File: src/hw/flash_host_pkg.sv
// Purpose: shared constants and types for the NOR flash command host
// Assumes: 100 MHz CLK, word-wide flash bus of 16 bits, 24 address bits
// Notes: timing figures are plain defaults, tune them for the fitted part
package flash_host_pkg;
  // ************************
  // clock and pin timing
  // ************************
  localparam int CLK_MHZ = 100;
  localparam int T_WP_NS = 50;
  localparam int T_WH_NS = 30;
  localparam int T_ACC_NS = 120;
  localparam int SYNC_CYC = 2;
  localparam logic [7:0] WP_CYC = 8'((T_WP_NS * CLK_MHZ + 999) / 1000);
  localparam logic [7:0] WH_CYC = 8'((T_WH_NS * CLK_MHZ + 999) / 1000);
  localparam logic [7:0] RD_CYC = 8'((T_ACC_NS * CLK_MHZ + 999) / 1000 + SYNC_CYC);
  // ************************
  // register map and fields
  // ************************
  localparam logic [7:0] REG_CTRL = 8'h00;
  localparam logic [7:0] REG_CMD = 8'h04;
  localparam logic [7:0] REG_ADDR = 8'h08;
  localparam logic [7:0] REG_DATA = 8'h0C;
  localparam logic [7:0] REG_COUNT = 8'h10;
  localparam logic [7:0] REG_STATUS = 8'h14;
  localparam int CTRL_BYPASS_BIT = 0;
  localparam int CTRL_BYTE_BIT = 1;
  localparam logic [1:0] CTRL_RESET = 2'h0;
  localparam int ST_BUSY = 0;
  localparam int ST_REFUSED = 1;
  localparam int ST_DONE = 2;
  localparam int ST_FAILED = 3;
  localparam int ST_ABORTED = 4;
  localparam int ST_MISALIGN = 5;
  localparam int ST_LOADING = 6;
  // ************************
  // flash status bits
  // ************************
  localparam int ABORT_FLAG_BIT = 1;
  localparam int ERROR_FLAG_BIT = 5;
  localparam int TOGGLE_FLAG_BIT = 6;
  localparam int DATA_POLL_FLAG_BIT = 7;
  // ************************
  // command codes and buffer
  // ************************
  localparam logic [23:0] UL1_ADDR = 24'h00_0555;
  localparam logic [23:0] UL2_ADDR = 24'h00_02AA;
  localparam logic [15:0] CODE_AA = 16'h00AA;
  localparam logic [15:0] CODE_55 = 16'h0055;
  localparam logic [15:0] CODE_25 = 16'h0025;
  localparam logic [15:0] CODE_29 = 16'h0029;
  localparam logic [15:0] CODE_F0 = 16'h00F0;
  localparam logic [15:0] CODE_B0 = 16'h00B0;
  localparam logic [15:0] CODE_30 = 16'h0030;
  localparam logic [15:0] CODE_80 = 16'h0080;
  localparam logic [15:0] CODE_10 = 16'h0010;
  localparam logic [10:0] BUF_LIMIT_X16 = 11'h200;
  localparam logic [10:0] BUF_LIMIT_X8 = 11'h100;
  typedef enum logic [3:0] {
    OP_NONE, OP_BP_START, OP_BP_LOAD, OP_BP_CONFIRM, OP_ABORT_RESET, OP_RESET,
    OP_SUSPEND, OP_RESUME, OP_CHIP_ERASE, OP_POLL, OP_READ
  } op_e;
  localparam logic [3:0] OP_LAST = 4'hA;
  typedef enum logic [1:0] {S_IDLE = 2'b00, S_WLO = 2'b01, S_WHI = 2'b11, S_RD = 2'b10} seq_e;
  typedef struct packed {
    logic [23:0] addr;
    logic [15:0] data;
  } bus_cycle_s;
  typedef struct packed {
    logic [23:0] addr;
    logic [15:0] dq;
    logic dq_oe_n;
    logic ce_n;
    logic oe_n;
    logic we_n;
  } pins_s;
endpackage

File: src/hw/flash_host.sv
// Purpose: host-side sequencer that drives a parallel NOR flash through its pins
// Assumes: software orders operations over classic Wishbone, one flash command at a time
// Notes: status bits are sampled through two flops, so a read costs access time plus two
`timescale 1ns/100ps
`default_nettype none
module flash_host (
  input wire logic CLK,
  input wire logic RST_N,
  input wire logic WB_CYC_I,
  input wire logic WB_STB_I,
  input wire logic WB_WE_I,
  input wire logic [31:0] WB_ADR_I,
  input wire logic [3:0] WB_SEL_I,
  input wire logic [31:0] WB_DAT_I,
  output logic [31:0] WB_DAT_O,
  output logic WB_ACK_O,
  output logic [23:0] FLASH_ADDR,
  output logic [15:0] FLASH_DQ_O,
  output logic FLASH_DQ_OE_N,
  input wire logic [15:0] FLASH_DQ_I,
  output logic FLASH_CE_N,
  output logic FLASH_OE_N,
  output logic FLASH_WE_N
);
  // ************************
  // helper functions
  // ************************
  function automatic logic [31:0] merge(input logic [31:0] old, input logic [31:0] nw, input logic [3:0] be);
    logic [31:0] r;
    r = old;
    for (int i = 0; i < 4; i++) begin
      if (be[i]) begin
        r[8*i +: 8] = nw[8*i +: 8];
      end
    end
    return r;
  endfunction

  function automatic logic [2:0] op_len(input flash_host_pkg::op_e op, input logic byp);
    unique case (op)
      flash_host_pkg::OP_BP_START: op_len = byp ? 3'd2 : 3'd4;
      flash_host_pkg::OP_ABORT_RESET: op_len = 3'd3;
      flash_host_pkg::OP_CHIP_ERASE: op_len = 3'd6;
      default: op_len = 3'd1;
    endcase
  endfunction

  function automatic flash_host_pkg::bus_cycle_s unlock(input logic second);
    unlock.addr = second ? flash_host_pkg::UL2_ADDR : flash_host_pkg::UL1_ADDR;
    unlock.data = second ? flash_host_pkg::CODE_55 : flash_host_pkg::CODE_AA;
  endfunction

  function automatic flash_host_pkg::bus_cycle_s op_step(input flash_host_pkg::op_e op, input logic [2:0] idx,
      input logic byp, input logic [23:0] blk, input logic [15:0] n, input logic [23:0] a, input logic [15:0] d);
    logic [2:0] k;
    k = (byp && op == flash_host_pkg::OP_BP_START) ? 3'(idx + 3'd2) : idx;
    op_step = unlock(k[0]);
    unique case (op)
      flash_host_pkg::OP_BP_START: begin
        if (k == 3'd2) op_step = '{blk, flash_host_pkg::CODE_25};
        if (k == 3'd3) op_step = '{blk, n};
      end
      flash_host_pkg::OP_BP_LOAD: op_step = '{a, d};
      flash_host_pkg::OP_BP_CONFIRM: op_step = '{blk, flash_host_pkg::CODE_29};
      flash_host_pkg::OP_ABORT_RESET: begin
        if (idx == 3'd2) op_step = '{flash_host_pkg::UL1_ADDR, flash_host_pkg::CODE_F0};
      end
      flash_host_pkg::OP_RESET: op_step = '{a, flash_host_pkg::CODE_F0};
      flash_host_pkg::OP_SUSPEND: op_step = '{a, flash_host_pkg::CODE_B0};
      flash_host_pkg::OP_RESUME: op_step = '{a, flash_host_pkg::CODE_30};
      flash_host_pkg::OP_CHIP_ERASE: begin
        // AA 55 80 AA 55 10
        if (idx == 3'd3) op_step = unlock(1'b0);
        if (idx == 3'd4) op_step = unlock(1'b1);
        if (idx == 3'd2) op_step = '{flash_host_pkg::UL1_ADDR, flash_host_pkg::CODE_80};
        if (idx == 3'd5) op_step = '{flash_host_pkg::UL1_ADDR, flash_host_pkg::CODE_10};
      end
      default: op_step = '{a, d};
    endcase
  endfunction

  // ************************
  // software registers
  // ************************
  logic ack_q;
  logic [31:0] dat_q;
  logic [1:0] ctrl_q;
  logic [23:0] addr_q;
  logic [15:0] data_q;
  logic [9:0] count_q;
  logic busy_q, refused_q, done_q, failed_q, aborted_q, misalign_q, loading_q, reread_q;
  logic [10:0] remain_q;
  logic [23:0] base_q, last_addr_q;
  logic last_d7_q;
  logic [15:0] rd_q, dq_s1_q, dq_s2_q;
  flash_host_pkg::seq_e state_q;
  flash_host_pkg::op_e op_q;
  logic [7:0] cnt_q;
  logic [2:0] idx_q;
  flash_host_pkg::pins_s pins_q;

  wire req = WB_CYC_I && WB_STB_I;
  wire wr_take = req && ack_q && WB_WE_I;
  wire [7:0] reg_a = WB_ADR_I[7:0];
  wire [31:0] wmerge = merge(32'h0000_0000, WB_DAT_I, WB_SEL_I);
  // byte lanes merge over the old value so a partial write keeps the other lanes
  wire [31:0] ctrl_m = merge({30'h0000_0000, ctrl_q}, WB_DAT_I, WB_SEL_I);
  wire [31:0] addr_m = merge({8'h00, addr_q}, WB_DAT_I, WB_SEL_I);
  wire [31:0] data_m = merge({16'h0000, data_q}, WB_DAT_I, WB_SEL_I);
  wire [31:0] count_m = merge({22'h00_0000, count_q}, WB_DAT_I, WB_SEL_I);
  wire cmd_wr = wr_take && reg_a == flash_host_pkg::REG_CMD;
  wire cmd_legal = wmerge[3:0] != 4'h0 && wmerge[3:0] <= flash_host_pkg::OP_LAST;
  wire flash_host_pkg::op_e cmd_op = flash_host_pkg::op_e'(wmerge[3:0]);
  wire bypass = ctrl_q[flash_host_pkg::CTRL_BYPASS_BIT];
  wire byte_mode = ctrl_q[flash_host_pkg::CTRL_BYTE_BIT];
  wire [10:0] buf_limit = byte_mode ? flash_host_pkg::BUF_LIMIT_X8 : flash_host_pkg::BUF_LIMIT_X16;
  wire over = {1'b0, count_q} >= buf_limit;
  wire same_region = byte_mode ? addr_q[23:10] == base_q[23:10] : addr_q[23:9] == base_q[23:9];
  wire refuse = busy_q || !cmd_legal
    || (cmd_op == flash_host_pkg::OP_BP_START && (loading_q || over))
    || (cmd_op == flash_host_pkg::OP_BP_LOAD && (!loading_q || remain_q == 11'h000))
    || (cmd_op == flash_host_pkg::OP_BP_LOAD && !same_region)
    || (cmd_op == flash_host_pkg::OP_BP_CONFIRM && (!loading_q || remain_q != 11'h000));
  wire accept = cmd_wr && !refuse;
  wire [31:0] status = {rd_q, 9'h000, loading_q, misalign_q, aborted_q, failed_q, done_q, refused_q, busy_q};

  always_ff @(posedge CLK or negedge RST_N) begin
    if (!RST_N) begin
      ack_q <= 1'b0;
      dat_q <= 32'h0000_0000;
    end else begin
      ack_q <= req && !ack_q;
      unique case (reg_a)
        flash_host_pkg::REG_CTRL: dat_q <= {30'h0000_0000, ctrl_q};
        flash_host_pkg::REG_ADDR: dat_q <= {8'h00, addr_q};
        flash_host_pkg::REG_DATA: dat_q <= {16'h0000, data_q};
        flash_host_pkg::REG_COUNT: dat_q <= {22'h00_0000, count_q};
        flash_host_pkg::REG_STATUS: dat_q <= status;
        default: dat_q <= 32'h0000_0000;
      endcase
    end
  end

  always_ff @(posedge CLK or negedge RST_N) begin
    if (!RST_N) begin
      ctrl_q <= flash_host_pkg::CTRL_RESET;
      addr_q <= 24'h00_0000;
      data_q <= 16'h0000;
      count_q <= 10'h000;
    end else if (wr_take) begin
      if (reg_a == flash_host_pkg::REG_CTRL) ctrl_q <= ctrl_m[1:0];
      if (reg_a == flash_host_pkg::REG_ADDR) addr_q <= addr_m[23:0];
      if (reg_a == flash_host_pkg::REG_DATA) data_q <= data_m[15:0];
      if (reg_a == flash_host_pkg::REG_COUNT) count_q <= count_m[9:0];
    end
  end

  // ************************
  // buffered program bookkeeping
  // ************************
  always_ff @(posedge CLK or negedge RST_N) begin
    if (!RST_N) begin
      loading_q <= 1'b0;
      remain_q <= 11'h000;
      base_q <= 24'h00_0000;
      last_addr_q <= 24'h00_0000;
      last_d7_q <= 1'b1;
      misalign_q <= 1'b0;
    end else if (accept) begin
      unique case (cmd_op)
        flash_host_pkg::OP_BP_START: begin
          loading_q <= 1'b1;
          remain_q <= 11'({1'b0, count_q} + 11'h001);
          base_q <= addr_q;
          misalign_q <= addr_q[8:0] != 9'h000;
        end
        flash_host_pkg::OP_BP_LOAD: begin
          remain_q <= 11'(remain_q - 11'h001);
          last_addr_q <= addr_q;
          last_d7_q <= data_q[flash_host_pkg::DATA_POLL_FLAG_BIT];
        end
        flash_host_pkg::OP_BP_CONFIRM, flash_host_pkg::OP_ABORT_RESET, flash_host_pkg::OP_RESET: begin
          loading_q <= 1'b0;
        end
        flash_host_pkg::OP_CHIP_ERASE: begin
          // erased cells read as ones, so poll expects a set bit
          last_addr_q <= 24'h00_0000;
          last_d7_q <= 1'b1;
        end
        default: begin
        end
      endcase
    end
  end

  // ************************
  // flash bus sequencer
  // ************************
  wire [2:0] len = op_len(op_q, bypass);
  wire last_step = 3'(idx_q + 3'd1) >= len;
  wire [2:0] nxt_idx = (state_q == flash_host_pkg::S_IDLE) ? 3'd0 : 3'(idx_q + 3'd1);
  wire flash_host_pkg::bus_cycle_s step = op_step(op_q, nxt_idx, bypass, base_q, {6'h00, count_q}, addr_q, data_q);
  wire is_read = op_q == flash_host_pkg::OP_POLL || op_q == flash_host_pkg::OP_READ;
  wire [23:0] rd_addr = (op_q == flash_host_pkg::OP_POLL) ? last_addr_q : addr_q;
  wire rd_end = state_q == flash_host_pkg::S_RD && cnt_q == 8'h00;
  wire poll = op_q == flash_host_pkg::OP_POLL;
  wire pass = dq_s2_q[flash_host_pkg::DATA_POLL_FLAG_BIT] == last_d7_q;
  wire err = dq_s2_q[flash_host_pkg::ERROR_FLAG_BIT];
  wire abt = dq_s2_q[flash_host_pkg::ABORT_FLAG_BIT];
  // poll bit and error flag may move together, so one more look decides
  wire need_reread = poll && !pass && err && !reread_q;
  wire seq_end = (state_q == flash_host_pkg::S_WHI && cnt_q == 8'h00 && last_step) || (rd_end && !need_reread);

  always_ff @(posedge CLK or negedge RST_N) begin
    if (!RST_N) begin
      dq_s1_q <= 16'h0000;
      dq_s2_q <= 16'h0000;
      busy_q <= 1'b0;
      op_q <= flash_host_pkg::OP_NONE;
      reread_q <= 1'b0;
    end else begin
      dq_s1_q <= FLASH_DQ_I;
      dq_s2_q <= dq_s1_q;
      if (accept) begin
        busy_q <= 1'b1;
        op_q <= cmd_op;
        reread_q <= 1'b0;
      end else if (seq_end) begin
        busy_q <= 1'b0;
      end
      if (rd_end && need_reread) reread_q <= 1'b1;
    end
  end

  always_ff @(posedge CLK or negedge RST_N) begin
    if (!RST_N) begin
      state_q <= flash_host_pkg::S_IDLE;
      cnt_q <= 8'h00;
      idx_q <= 3'd0;
      rd_q <= 16'h0000;
      pins_q <= '{24'h00_0000, 16'h0000, 1'b1, 1'b1, 1'b1, 1'b1};
    end else begin
      unique case (state_q)
        flash_host_pkg::S_IDLE: begin
          if (busy_q && is_read) begin
            state_q <= flash_host_pkg::S_RD;
            cnt_q <= flash_host_pkg::RD_CYC;
            pins_q <= '{rd_addr, pins_q.dq, 1'b1, 1'b0, 1'b0, 1'b1};
          end else if (busy_q) begin
            state_q <= flash_host_pkg::S_WLO;
            cnt_q <= flash_host_pkg::WP_CYC;
            idx_q <= 3'd0;
            pins_q <= '{step.addr, step.data, 1'b0, 1'b0, 1'b1, 1'b1};
          end
        end
        flash_host_pkg::S_WLO: begin
          // first cycle keeps write high so address and data settle first
          if (cnt_q == 8'h00) begin
            state_q <= flash_host_pkg::S_WHI;
            cnt_q <= flash_host_pkg::WH_CYC;
            pins_q.we_n <= 1'b1;
          end else begin
            cnt_q <= 8'(cnt_q - 8'h01);
            pins_q.we_n <= 1'b0;
          end
        end
        flash_host_pkg::S_WHI: begin
          if (cnt_q != 8'h00) begin
            cnt_q <= 8'(cnt_q - 8'h01);
          end else if (!last_step) begin
            state_q <= flash_host_pkg::S_WLO;
            cnt_q <= flash_host_pkg::WP_CYC;
            idx_q <= nxt_idx;
            pins_q.addr <= step.addr;
            pins_q.dq <= step.data;
          end else begin
            state_q <= flash_host_pkg::S_IDLE;
            pins_q.ce_n <= 1'b1;
            pins_q.dq_oe_n <= 1'b1;
          end
        end
        flash_host_pkg::S_RD: begin
          if (cnt_q != 8'h00) begin
            cnt_q <= 8'(cnt_q - 8'h01);
          end else begin
            state_q <= flash_host_pkg::S_IDLE;
            rd_q <= dq_s2_q;
            pins_q.oe_n <= 1'b1;
            pins_q.ce_n <= 1'b1;
          end
        end
      endcase
    end
  end

  // ************************
  // result flags
  // ************************
  always_ff @(posedge CLK or negedge RST_N) begin
    if (!RST_N) begin
      refused_q <= 1'b0;
      done_q <= 1'b0;
      failed_q <= 1'b0;
      aborted_q <= 1'b0;
    end else begin
      if (accept) begin
        refused_q <= 1'b0;
        done_q <= 1'b0;
        failed_q <= 1'b0;
        aborted_q <= 1'b0;
      end
      if (cmd_wr && refuse) refused_q <= 1'b1;
      if (rd_end && poll) begin
        // error means failure needing plain reset, abort needs abort-reset
        if (pass) done_q <= 1'b1;
        else if (err && reread_q) failed_q <= 1'b1;
        else if (!err && abt) aborted_q <= 1'b1;
      end
    end
  end

  assign WB_ACK_O = ack_q;
  assign WB_DAT_O = dat_q;
  assign FLASH_ADDR = pins_q.addr;
  assign FLASH_DQ_O = pins_q.dq;
  assign FLASH_DQ_OE_N = pins_q.dq_oe_n;
  assign FLASH_CE_N = pins_q.ce_n;
  assign FLASH_OE_N = pins_q.oe_n;
  assign FLASH_WE_N = pins_q.we_n;
endmodule
`default_nettype wire

File: config.mk
export PLATFORM = sky130hd
export DESIGN_NAME = flash_host
export DESIGN_NICKNAME = d
export VERILOG_FILES = /design/src/hw/flash_host_pkg.sv /design/src/hw/flash_host.sv
export SDC_FILE = /design/constraint.sdc
export NUM_CORES = 1
export LEC_CHECK = 0
export ABC_AREA = 1
export BUFFER_PORTS_ARGS = -buffer_cell sky130_fd_sc_hd__buf_2
export CAP_MARGIN = 30
export CORE_UTILIZATION = 40
export CTS_CLUSTER_SIZE = 24
export DETAILED_ROUTE_END_ITERATION = 10
export HOLD_SLACK_MARGIN = 0.03
export PLACE_DENSITY = 0.67
export SETUP_SLACK_MARGIN = 0.15
export SLEW_MARGIN = 10
export SYNTH_ARGS = -nofsm -noshare
export SYNTH_HDL_FRONTEND = slang
export SYNTH_SLANG_ARGS = --single-unit
File: constraint.sdc
create_clock -name CLK -period 4.4 [get_ports CLK]
set_input_delay 0.44 -clock CLK [delete_from_list [all_inputs] [get_ports CLK]]
set_output_delay 0.44 -clock CLK [all_outputs]
set_load 0.01 [all_outputs]
Word level (Yosys, flattened, before mapping)
Cells that the tools add are included.
{"block": "totals", "ff_bits": 262, "inputBits": 89, "output_inout_bits": 77, "elab_cells": 240}
{"block": "op_classes", "add_sub_neg": 5, "order_cmp": 3, "n_eq_ne": 42, "muxes": 70, "n_bitwise": 1, "n_reduce_logical": 84}
{"operator": "$pmux W40 S7", "n": 1}
{"operator": "$mux W40", "n": 6}
{"operator": "$pmux W32 S5", "n": 1}
{"operator": "$mux W44", "n": 2}
{"operator": "$pmux W41 S2", "n": 1}
{"operator": "$mux W8", "n": 7}
{"operator": "$mux W27", "n": 2}
{"operator": "$pmux W24 S2", "n": 1}
{"operator": "$mux W42", "n": 1}
{"operator": "$pmux W8 S4", "n": 1}
{"operator": "$reduce_and A3 Y1", "n": 10}
{"operator": "$logic_and A1 B1 Y1", "n": 25}
{"operator": "$eq A4 B3 Y1 const B", "n": 6}
{"operator": "$mux W24", "n": 1}
{"operator": "$pmux W11 S2", "n": 1}
{"operator": "$mux W3", "n": 7}
{"operator": "$mux W1", "n": 20}
{"operator": "$reduce_bool A2 Y1", "n": 9}
{"operator": "$eq A4 B4 Y1 const B", "n": 4}
{"operator": "$eq A8 B4 Y1 const B", "n": 2}
{"operator": "$eq A8 B5 Y1 const B", "n": 2}
{"operator": "$logic_not A8 Y1", "n": 2}
{"operator": "$eq A15 B15 Y1", "n": 1}
{"operator": "$eq A14 B14 Y1", "n": 1}
{"operator": "42 further kinds", "n": 91}

Logic depth before layout (Yosys ltp)
{"block": "depth", "depth_word": 16, "mapped_depth": 18, "mapped_depth_nobuf": 18}

Worst setup path after synthesis
No wires, ideal clock.
{"block": "synth_timing", "kind": "flip-flop to flip-flop", "start": "reg op_q[1]", "end": "reg state_q[0]", "setup_time_ns": 0.083, "t_arrival_ns": 2.203, "required_ns": 4.317, "path_slack_ns": 2.114, "path_stages_with_launch": 17, "path_buffers": 0, "period_less_slack_ns": 2.286, "cell_sequence": "dfrtp_1 -> nor2_1 -> inv_1 -> nor2_2 -> nor2_1 -> ha_1 -> o21ai_0 -> nand2_1 -> a21oi_1 -> inv_1 -> nand2_1 -> inv_1 -> nand2_1 -> nand2_1 -> inv_2 -> nand2_1 -> o21ai_0"}
{"block": "synth_via", "elab_chain_cells": 6, "elab_cells_between_ends": 15, "cone_classes": "order compare (1); eq/ne (6); mux (5); reduce/logical (3)"}
{"item": "from (decl)", "line_no": "flash_host.sv:97", "rtl": "flash_host_pkg::op_e op_q;"}
{"item": "from (signal assigned)", "line_no": "flash_host.sv:219", "rtl": "op_q <= flash_host_pkg::OP_NONE;"}
{"item": "from (signal assigned)", "line_no": "flash_host.sv:226", "rtl": "op_q <= cmd_op;"}
{"item": "$eq A4 B4 Y1 (tied with other cells)", "line_no": "flash_host.sv:40", "rtl": "unique case (op)"}
{"item": "$pmux W3 S3", "line_no": "flash_host.sv:40"}
{"item": "$ge A3 B3 Y1", "line_no": "flash_host.sv:200", "rtl": "wire last_step = 3'(idx_q + 3'd1) >= len;"}
{"item": "$mux W1", "line_no": "flash_host.sv:270", "rtl": "end else if (!last_step) begin"}
{"item": "$mux W2", "line_no": "flash_host.sv:268", "rtl": "if (cnt_q != 8'h00) begin"}
{"item": "$pmux W2 S4", "line_no": "flash_host.sv:243", "rtl": "unique case (state_q)"}
{"item": "to (signal assigned)", "line_no": "flash_host.sv:246", "rtl": "state_q <= flash_host_pkg::S_RD;"}
{"item": "to (signal assigned)", "line_no": "flash_host.sv:250", "rtl": "state_q <= flash_host_pkg::S_WLO;"}
{"item": "to (signal assigned)", "line_no": "flash_host.sv:271", "rtl": "state_q <= flash_host_pkg::S_WLO;"}
{"item": "to (decl)", "line_no": "flash_host.sv:96", "rtl": "flash_host_pkg::seq_e state_q;"}
Several ways; a longest one is shown, not always the timed one. The select of a mux whose other input is x is not followed.
A chain may end at the register's enable or synchronous reset.

Final worst setup path
{"block": "layout_timing", "start": "reg op_q[0]", "end": "reg pins_q (netlist bit FLASH_DQ_O[11])"}
{"block": "layout_via", "elab_chain_cells": 9, "elab_cells_between_ends": 26, "cone_classes": "order compare (1); eq/ne (12); mux (9); reduce/logical (4)"}
{"item": "$eq A4 B1 Y1", "line_no": "flash_host.sv:40, flash_host.sv:56, flash_host.sv:58"}
{"item": "$logic_and A1 B1 Y1", "line_no": "flash_host.sv:56", "rtl": "k = (byp && op == flash_host_pkg::OP_BP_START) ? 3'(idx + 3'd2) : idx;"}
{"item": "$mux W3", "line_no": "flash_host.sv:56"}
{"item": "$eq A3 B2 Y1", "line_no": "flash_host.sv:61", "rtl": "if (k == 3'd3) op_step = '{blk, n};"}
{"item": "$mux W40", "line_no": "flash_host.sv:61"}
{"item": "$pmux W40 S7", "line_no": "flash_host.sv:58", "rtl": "unique case (op)"}
{"item": "$mux W40 or $mux W44 (tied branches)", "line_no": "flash_host.sv:270, flash_host.sv:249"}
{"item": "$mux W42 or $mux W44 (tied branches)", "line_no": "flash_host.sv:268, flash_host.sv:245"}
{"item": "$pmux W41 S2", "line_no": "flash_host.sv:243"}
{"item": "to (signal assigned)", "line_no": "flash_host.sv:241", "rtl": "pins_q <= '{24'h00_0000, 16'h0000, 1'b1, 1'b1, 1'b1, 1'b1};"}
{"item": "to (signal assigned)", "line_no": "flash_host.sv:248", "rtl": "pins_q <= '{rd_addr, pins_q.dq, 1'b1, 1'b0, 1'b0, 1'b1};"}
{"item": "to (signal assigned)", "line_no": "flash_host.sv:253", "rtl": "pins_q <= '{step.addr, step.data, 1'b0, 1'b0, 1'b1, 1'b1};"}
{"item": "to (decl)", "line_no": "flash_host.sv:100", "rtl": "flash_host_pkg::pins_s pins_q;"}
Several ways; a longest one is shown, not always the timed one. The select of a mux whose other input is x is not followed.

==> metrics.md <==
| Metric | Value |
|---|---|
| Setup repair after global routing missed its margin | false |
| Pre-CTS setup slack | 1.26 ns |
| Violation count after the first detailed-route iteration | 1034 |
| Number of input and output port buffers inserted | between 100 and 150 |
| Max clock buf depth | 3 |
| Hold Slack | -0.0214 ns |
| Vias in the first global route | roughly 11k |
| TritonCTS buffer count | 29 |
| Leakage power | around 7.6 nW |
| Count of endpoints failing setup in the final report | 0 |
| RD Place Congestion | 0.912 |
| Global-route total usage across every layer | 0.219 |
| Drt wl/cell | 16.1 um |
| Critical Path RT | about 4.9 ns |
| Critical Path Slowest Stage Cell | sky130_fd_sc_hd__dfrtp_1 |
| Post-Synthesis Net Count | 1730 |
| Synthesized area per cell | 7.79 um2 |
| Peak Freq | between 300 and 400 MHz |
| Layout-stage area growth over the synthesis result | 16.1% |
| Vertical extent of the die | 180 um |
| Commonest non-fill, non-tap cell in the layout | sky130_fd_sc_hd__nand2_1 |
| Synthesized cell area | 12700 um2 |
| Class of the worst hold path | in -> async |
| Slew margin rel. | 0.298 |
| CTS Root Buffer Type | sky130_fd_sc_hd__clkbuf_16 |
| Critical path capture point type | flip-flop |
| Instance count of the mapped netlist | 1630 |
| Category of the worst setup path launch point | flip-flop |
| Core box area | between 30000 and 40000 um2 |
| Cell Rows | between 60 and 70 |
| Prevailing post-synth register cell | sky130_fd_sc_hd__dfrtp_1 |
| Iteration count of the initial detailed-routing pass | 5 |
| Outcome | complete, but fails checks |
| Remaining number of nets flagged by the antenna check after routing | 0 |
| Number of hold-slack violations in the final timing report | 2 |
| Clock tree from TritonCTS | done |
| Violated checks | negative hold slack |
| Worst clock skew on the final layout | 0.0117 ns |
| Post-layout instance count excluding filler cells | around 2.2k |
| Starting density of the core | 0.411 |
| Worst-skew pair later-pin latency | 0.54 ns |
| Max-Cap Viols | 0 |
| Crit path top cell by count | sky130_fd_sc_hd__nand2_1 |
| Arr. time, crit path | 3.55 ns |
| Least-Margin Pin Slew | 1.05 ns |
| Minimum clock period after layout | 3.10 ns |
| Final TNS setup | 0 ns |
| Instance count after placement with tap cells included | 2117 |
| Clock slew at reported path FFs | 0.06 ns |
| Total placed instance area | 13700 um2 |
| Peak supply drop | 0.316 mV |
| Via count | 11.2k |
| Largest net degree at the start of global routing | 130 |
| Fraction of registers with async set/reset | 1.00 |
| Final WL | approximately 35 mm |
| Die boundary width | 180 um |
| Number of design rule violations left after detail routing | 0 |
| DIE AREA | 32500 um2 |
| Post-route worst setup slack | around 1.3 ns |
| Nets | between 1.5k and 2k |
| Biggest fanout along the worst timing path | 28 |
| TritonCTS Sinks | 262 |
| First-pass GRT wire length | about 57 mm |
| Post-synthesis register bit count | between 200 and 300 |
| Number of antenna diodes | 0 |
| Number of enable flip-flop cells after synthesis | 0 |
| Final number of max-transition violations | 0 |
| Leading cell types in the layout, fill and taps excluded | sky130_fd_sc_hd__nand2_1, sky130_fd_sc_hd__dfrtp_1, sky130_fd_sc_hd__inv_1, sky130_fd_sc_hd__buf_2, sky130_fd_sc_hd__nor2_1 |
| Critical-path cell list | nor2_1 > inv_1 > nor2_2 > nor2_1 > ha_1 > o21ai_0 > nand2_1 > a21oi_1 > nand2_1 > nand2_1 > nand2_2 > inv_1 > nand2_1 > o21ai_0 |
| Dpl hpwl | approximately 25 mm |
| Share of final-layout standard cells stronger than drive strength 1 | 0.131 |
| Number of antenna violations at the first check in global routing | 0 |
| Detailed-route vias per instance | 5.11 |
| Fin crit share | 0.703 |
| Number of placed I/O pins | around 170 |
| Post-route cell area | between 10000 and 15000 um2 |
| Overflow left after global routing | 0 |
| Distinct cell type count of the synthesized netlist | 48 |
| Post-CTS repair timing setup buffer count | 0 |
| Delay of the slowest critical-path stage | 0.44 ns |
| Worst setup path class | reg -> reg |
| Power density normalized to cell area | 395 nW/um2 |
| H-tree levels | 1 |
| Fraction of the yosys area taken by sequential cells | 0.517 |
| Count of warnings emitted by yosys | 0 |
## sequential cells by signal, summed over array words and instances, names as in the netlist, 2 cells and up
name	count
dq_s1_q	16
FLASH_ADDR	24
addr_q	24
FLASH_DQ_O	16
rd_q	16
dq_s2_q	16
ctrl_q	2
last_addr_q	24
count_q	10
remain_q	11
state_q	2
data_q	16
op_q	4
cnt_q	8
idx_q	3
WB_DAT_O	32
base_q	24
## path summary, 6_finish.rpt
check,start,end,slack [ns],depth (start not counted)
worst max-delay path,op_q[0],FLASH_DQ_O[11],1.30,14
worst min-delay path,RST_N,WB_DAT_O[25],-0.02,1
worst max register to register,op_q[0],FLASH_DQ_O[11],1.30,14
worst min register to register,dq_s1_q[14],dq_s2_q[14],0.35,0
max in group asynchronous,RST_N,last_addr_q[10],3.27,2
min in group CLK,WB_STB_I,WB_ACK_O,0.12,3
## layout make-up
class	count	area [um2]
Inverter	184	692
Clock inverter	10	82.6
Tap cell	396	495
Fill cell	3012	16200
Multi-Input combinational cell	1133	5180
Sequential cell	262	6560
Timing Repair Buffer	158	918
Clock buffer	42	815
## synth_stat cells (all sizes together) (2+ instances only)
| cell | number | area (um2) |
|---|---|---|
| buf | 25 | 170 |
| mux2 | 8 | 90.1 |
| a21oi | 60 | 300 |
| o211ai | 6 | 50.1 |
| a211oi | 2 | 15.0 |
| nand3 | 72 | 388 |
| clkbuf | 26 | 100 |
| nor3 | 22 | 115 |
| or2 | 3 | 18.8 |
| a21boi | 2 | 15.0 |
| dfstp | 5 | 131 |
| o21ai | 143 | 727 |
| inv | 182 | 683 |
| nand3b | 2 | 15.0 |
| dfrtp | 257 | 6430 |
| o221ai | 4 | 35.0 |
| xor2 | 6 | 52.6 |
| a31oi | 23 | 144 |
| nor4 | 4 | 40.0 |
| nand4 | 13 | 81.3 |
| xnor2 | 4 | 35.0 |
| o22ai | 13 | 81.3 |
| nor2 | 136 | 538 |
| ha | 11 | 138 |
| clkinv | 2 | 8.75 |
| nand2 | 594 | 2250 |
## worst max-delay path, delay by kind of cell, from the launching register on
kind / cells / cell delay [ns]
AND/OR/NAND/NOR: 8 / 1.34
AO/OA/AOI/OAI: 3 / 0.56
flip-flops: 1 / 0.44
buffers and inverters: 2 / 0.37
adder cells (fa/ha/maj): 1 / 0.28
## routing by layer
metal | global-route usage | wire [um]
met5 | 0 | 0
met3 | 0.0333 | 2250
met2 | 0.351 | 16000
met4 | 0.0650 | 936
met1 | 0.307 | 16000
## power breakdown
group | leakage [nW] | internal, mW | switching, mW
clock | 0.435 | 1.34 | 0.960
sequential | 3.50 | 2.54 | 0.0810
combinational | 3.69 | 0.277 | 0.633
total | 7.62 | 4.15 | 1.67
## kinds of logic (layout without fill, tap and decap cells)
kind of cell	Yosys count	in the layout	share of synthesized area
AOI/OAI and AO/OA	258	258	0.111
xor gates and xnor gates	10	10	0.00690
adders and majority gates	11	11	0.0108
buffers and inverters	235	394	0.0758
DFF	262	262	0.517
muxes	8	8	0.00709
and+or+nand+nor	846	846	0.272
## metrics by stage
stage,hold slack (ns),total power [mW],util
6_report,-0.0214,5.82,0.477
5_1_grt,0.0734,6.12,0.477
4_1_cts,0.0660,5.87,0.477
3_5_place_dp,0.335,3.56,0.443
3_3_place_gp,0.331,3.53,0.443
2_1_floorplan,0.144,3.29,-
## repair_timing
item / 4_1_cts / 5_1_grt
hold buffers: 16 / 0
hold endpoints to repair: 16 / 0
resized for setup: 0 / 0
Note: power is estimated with default switching activity, not from simulation.
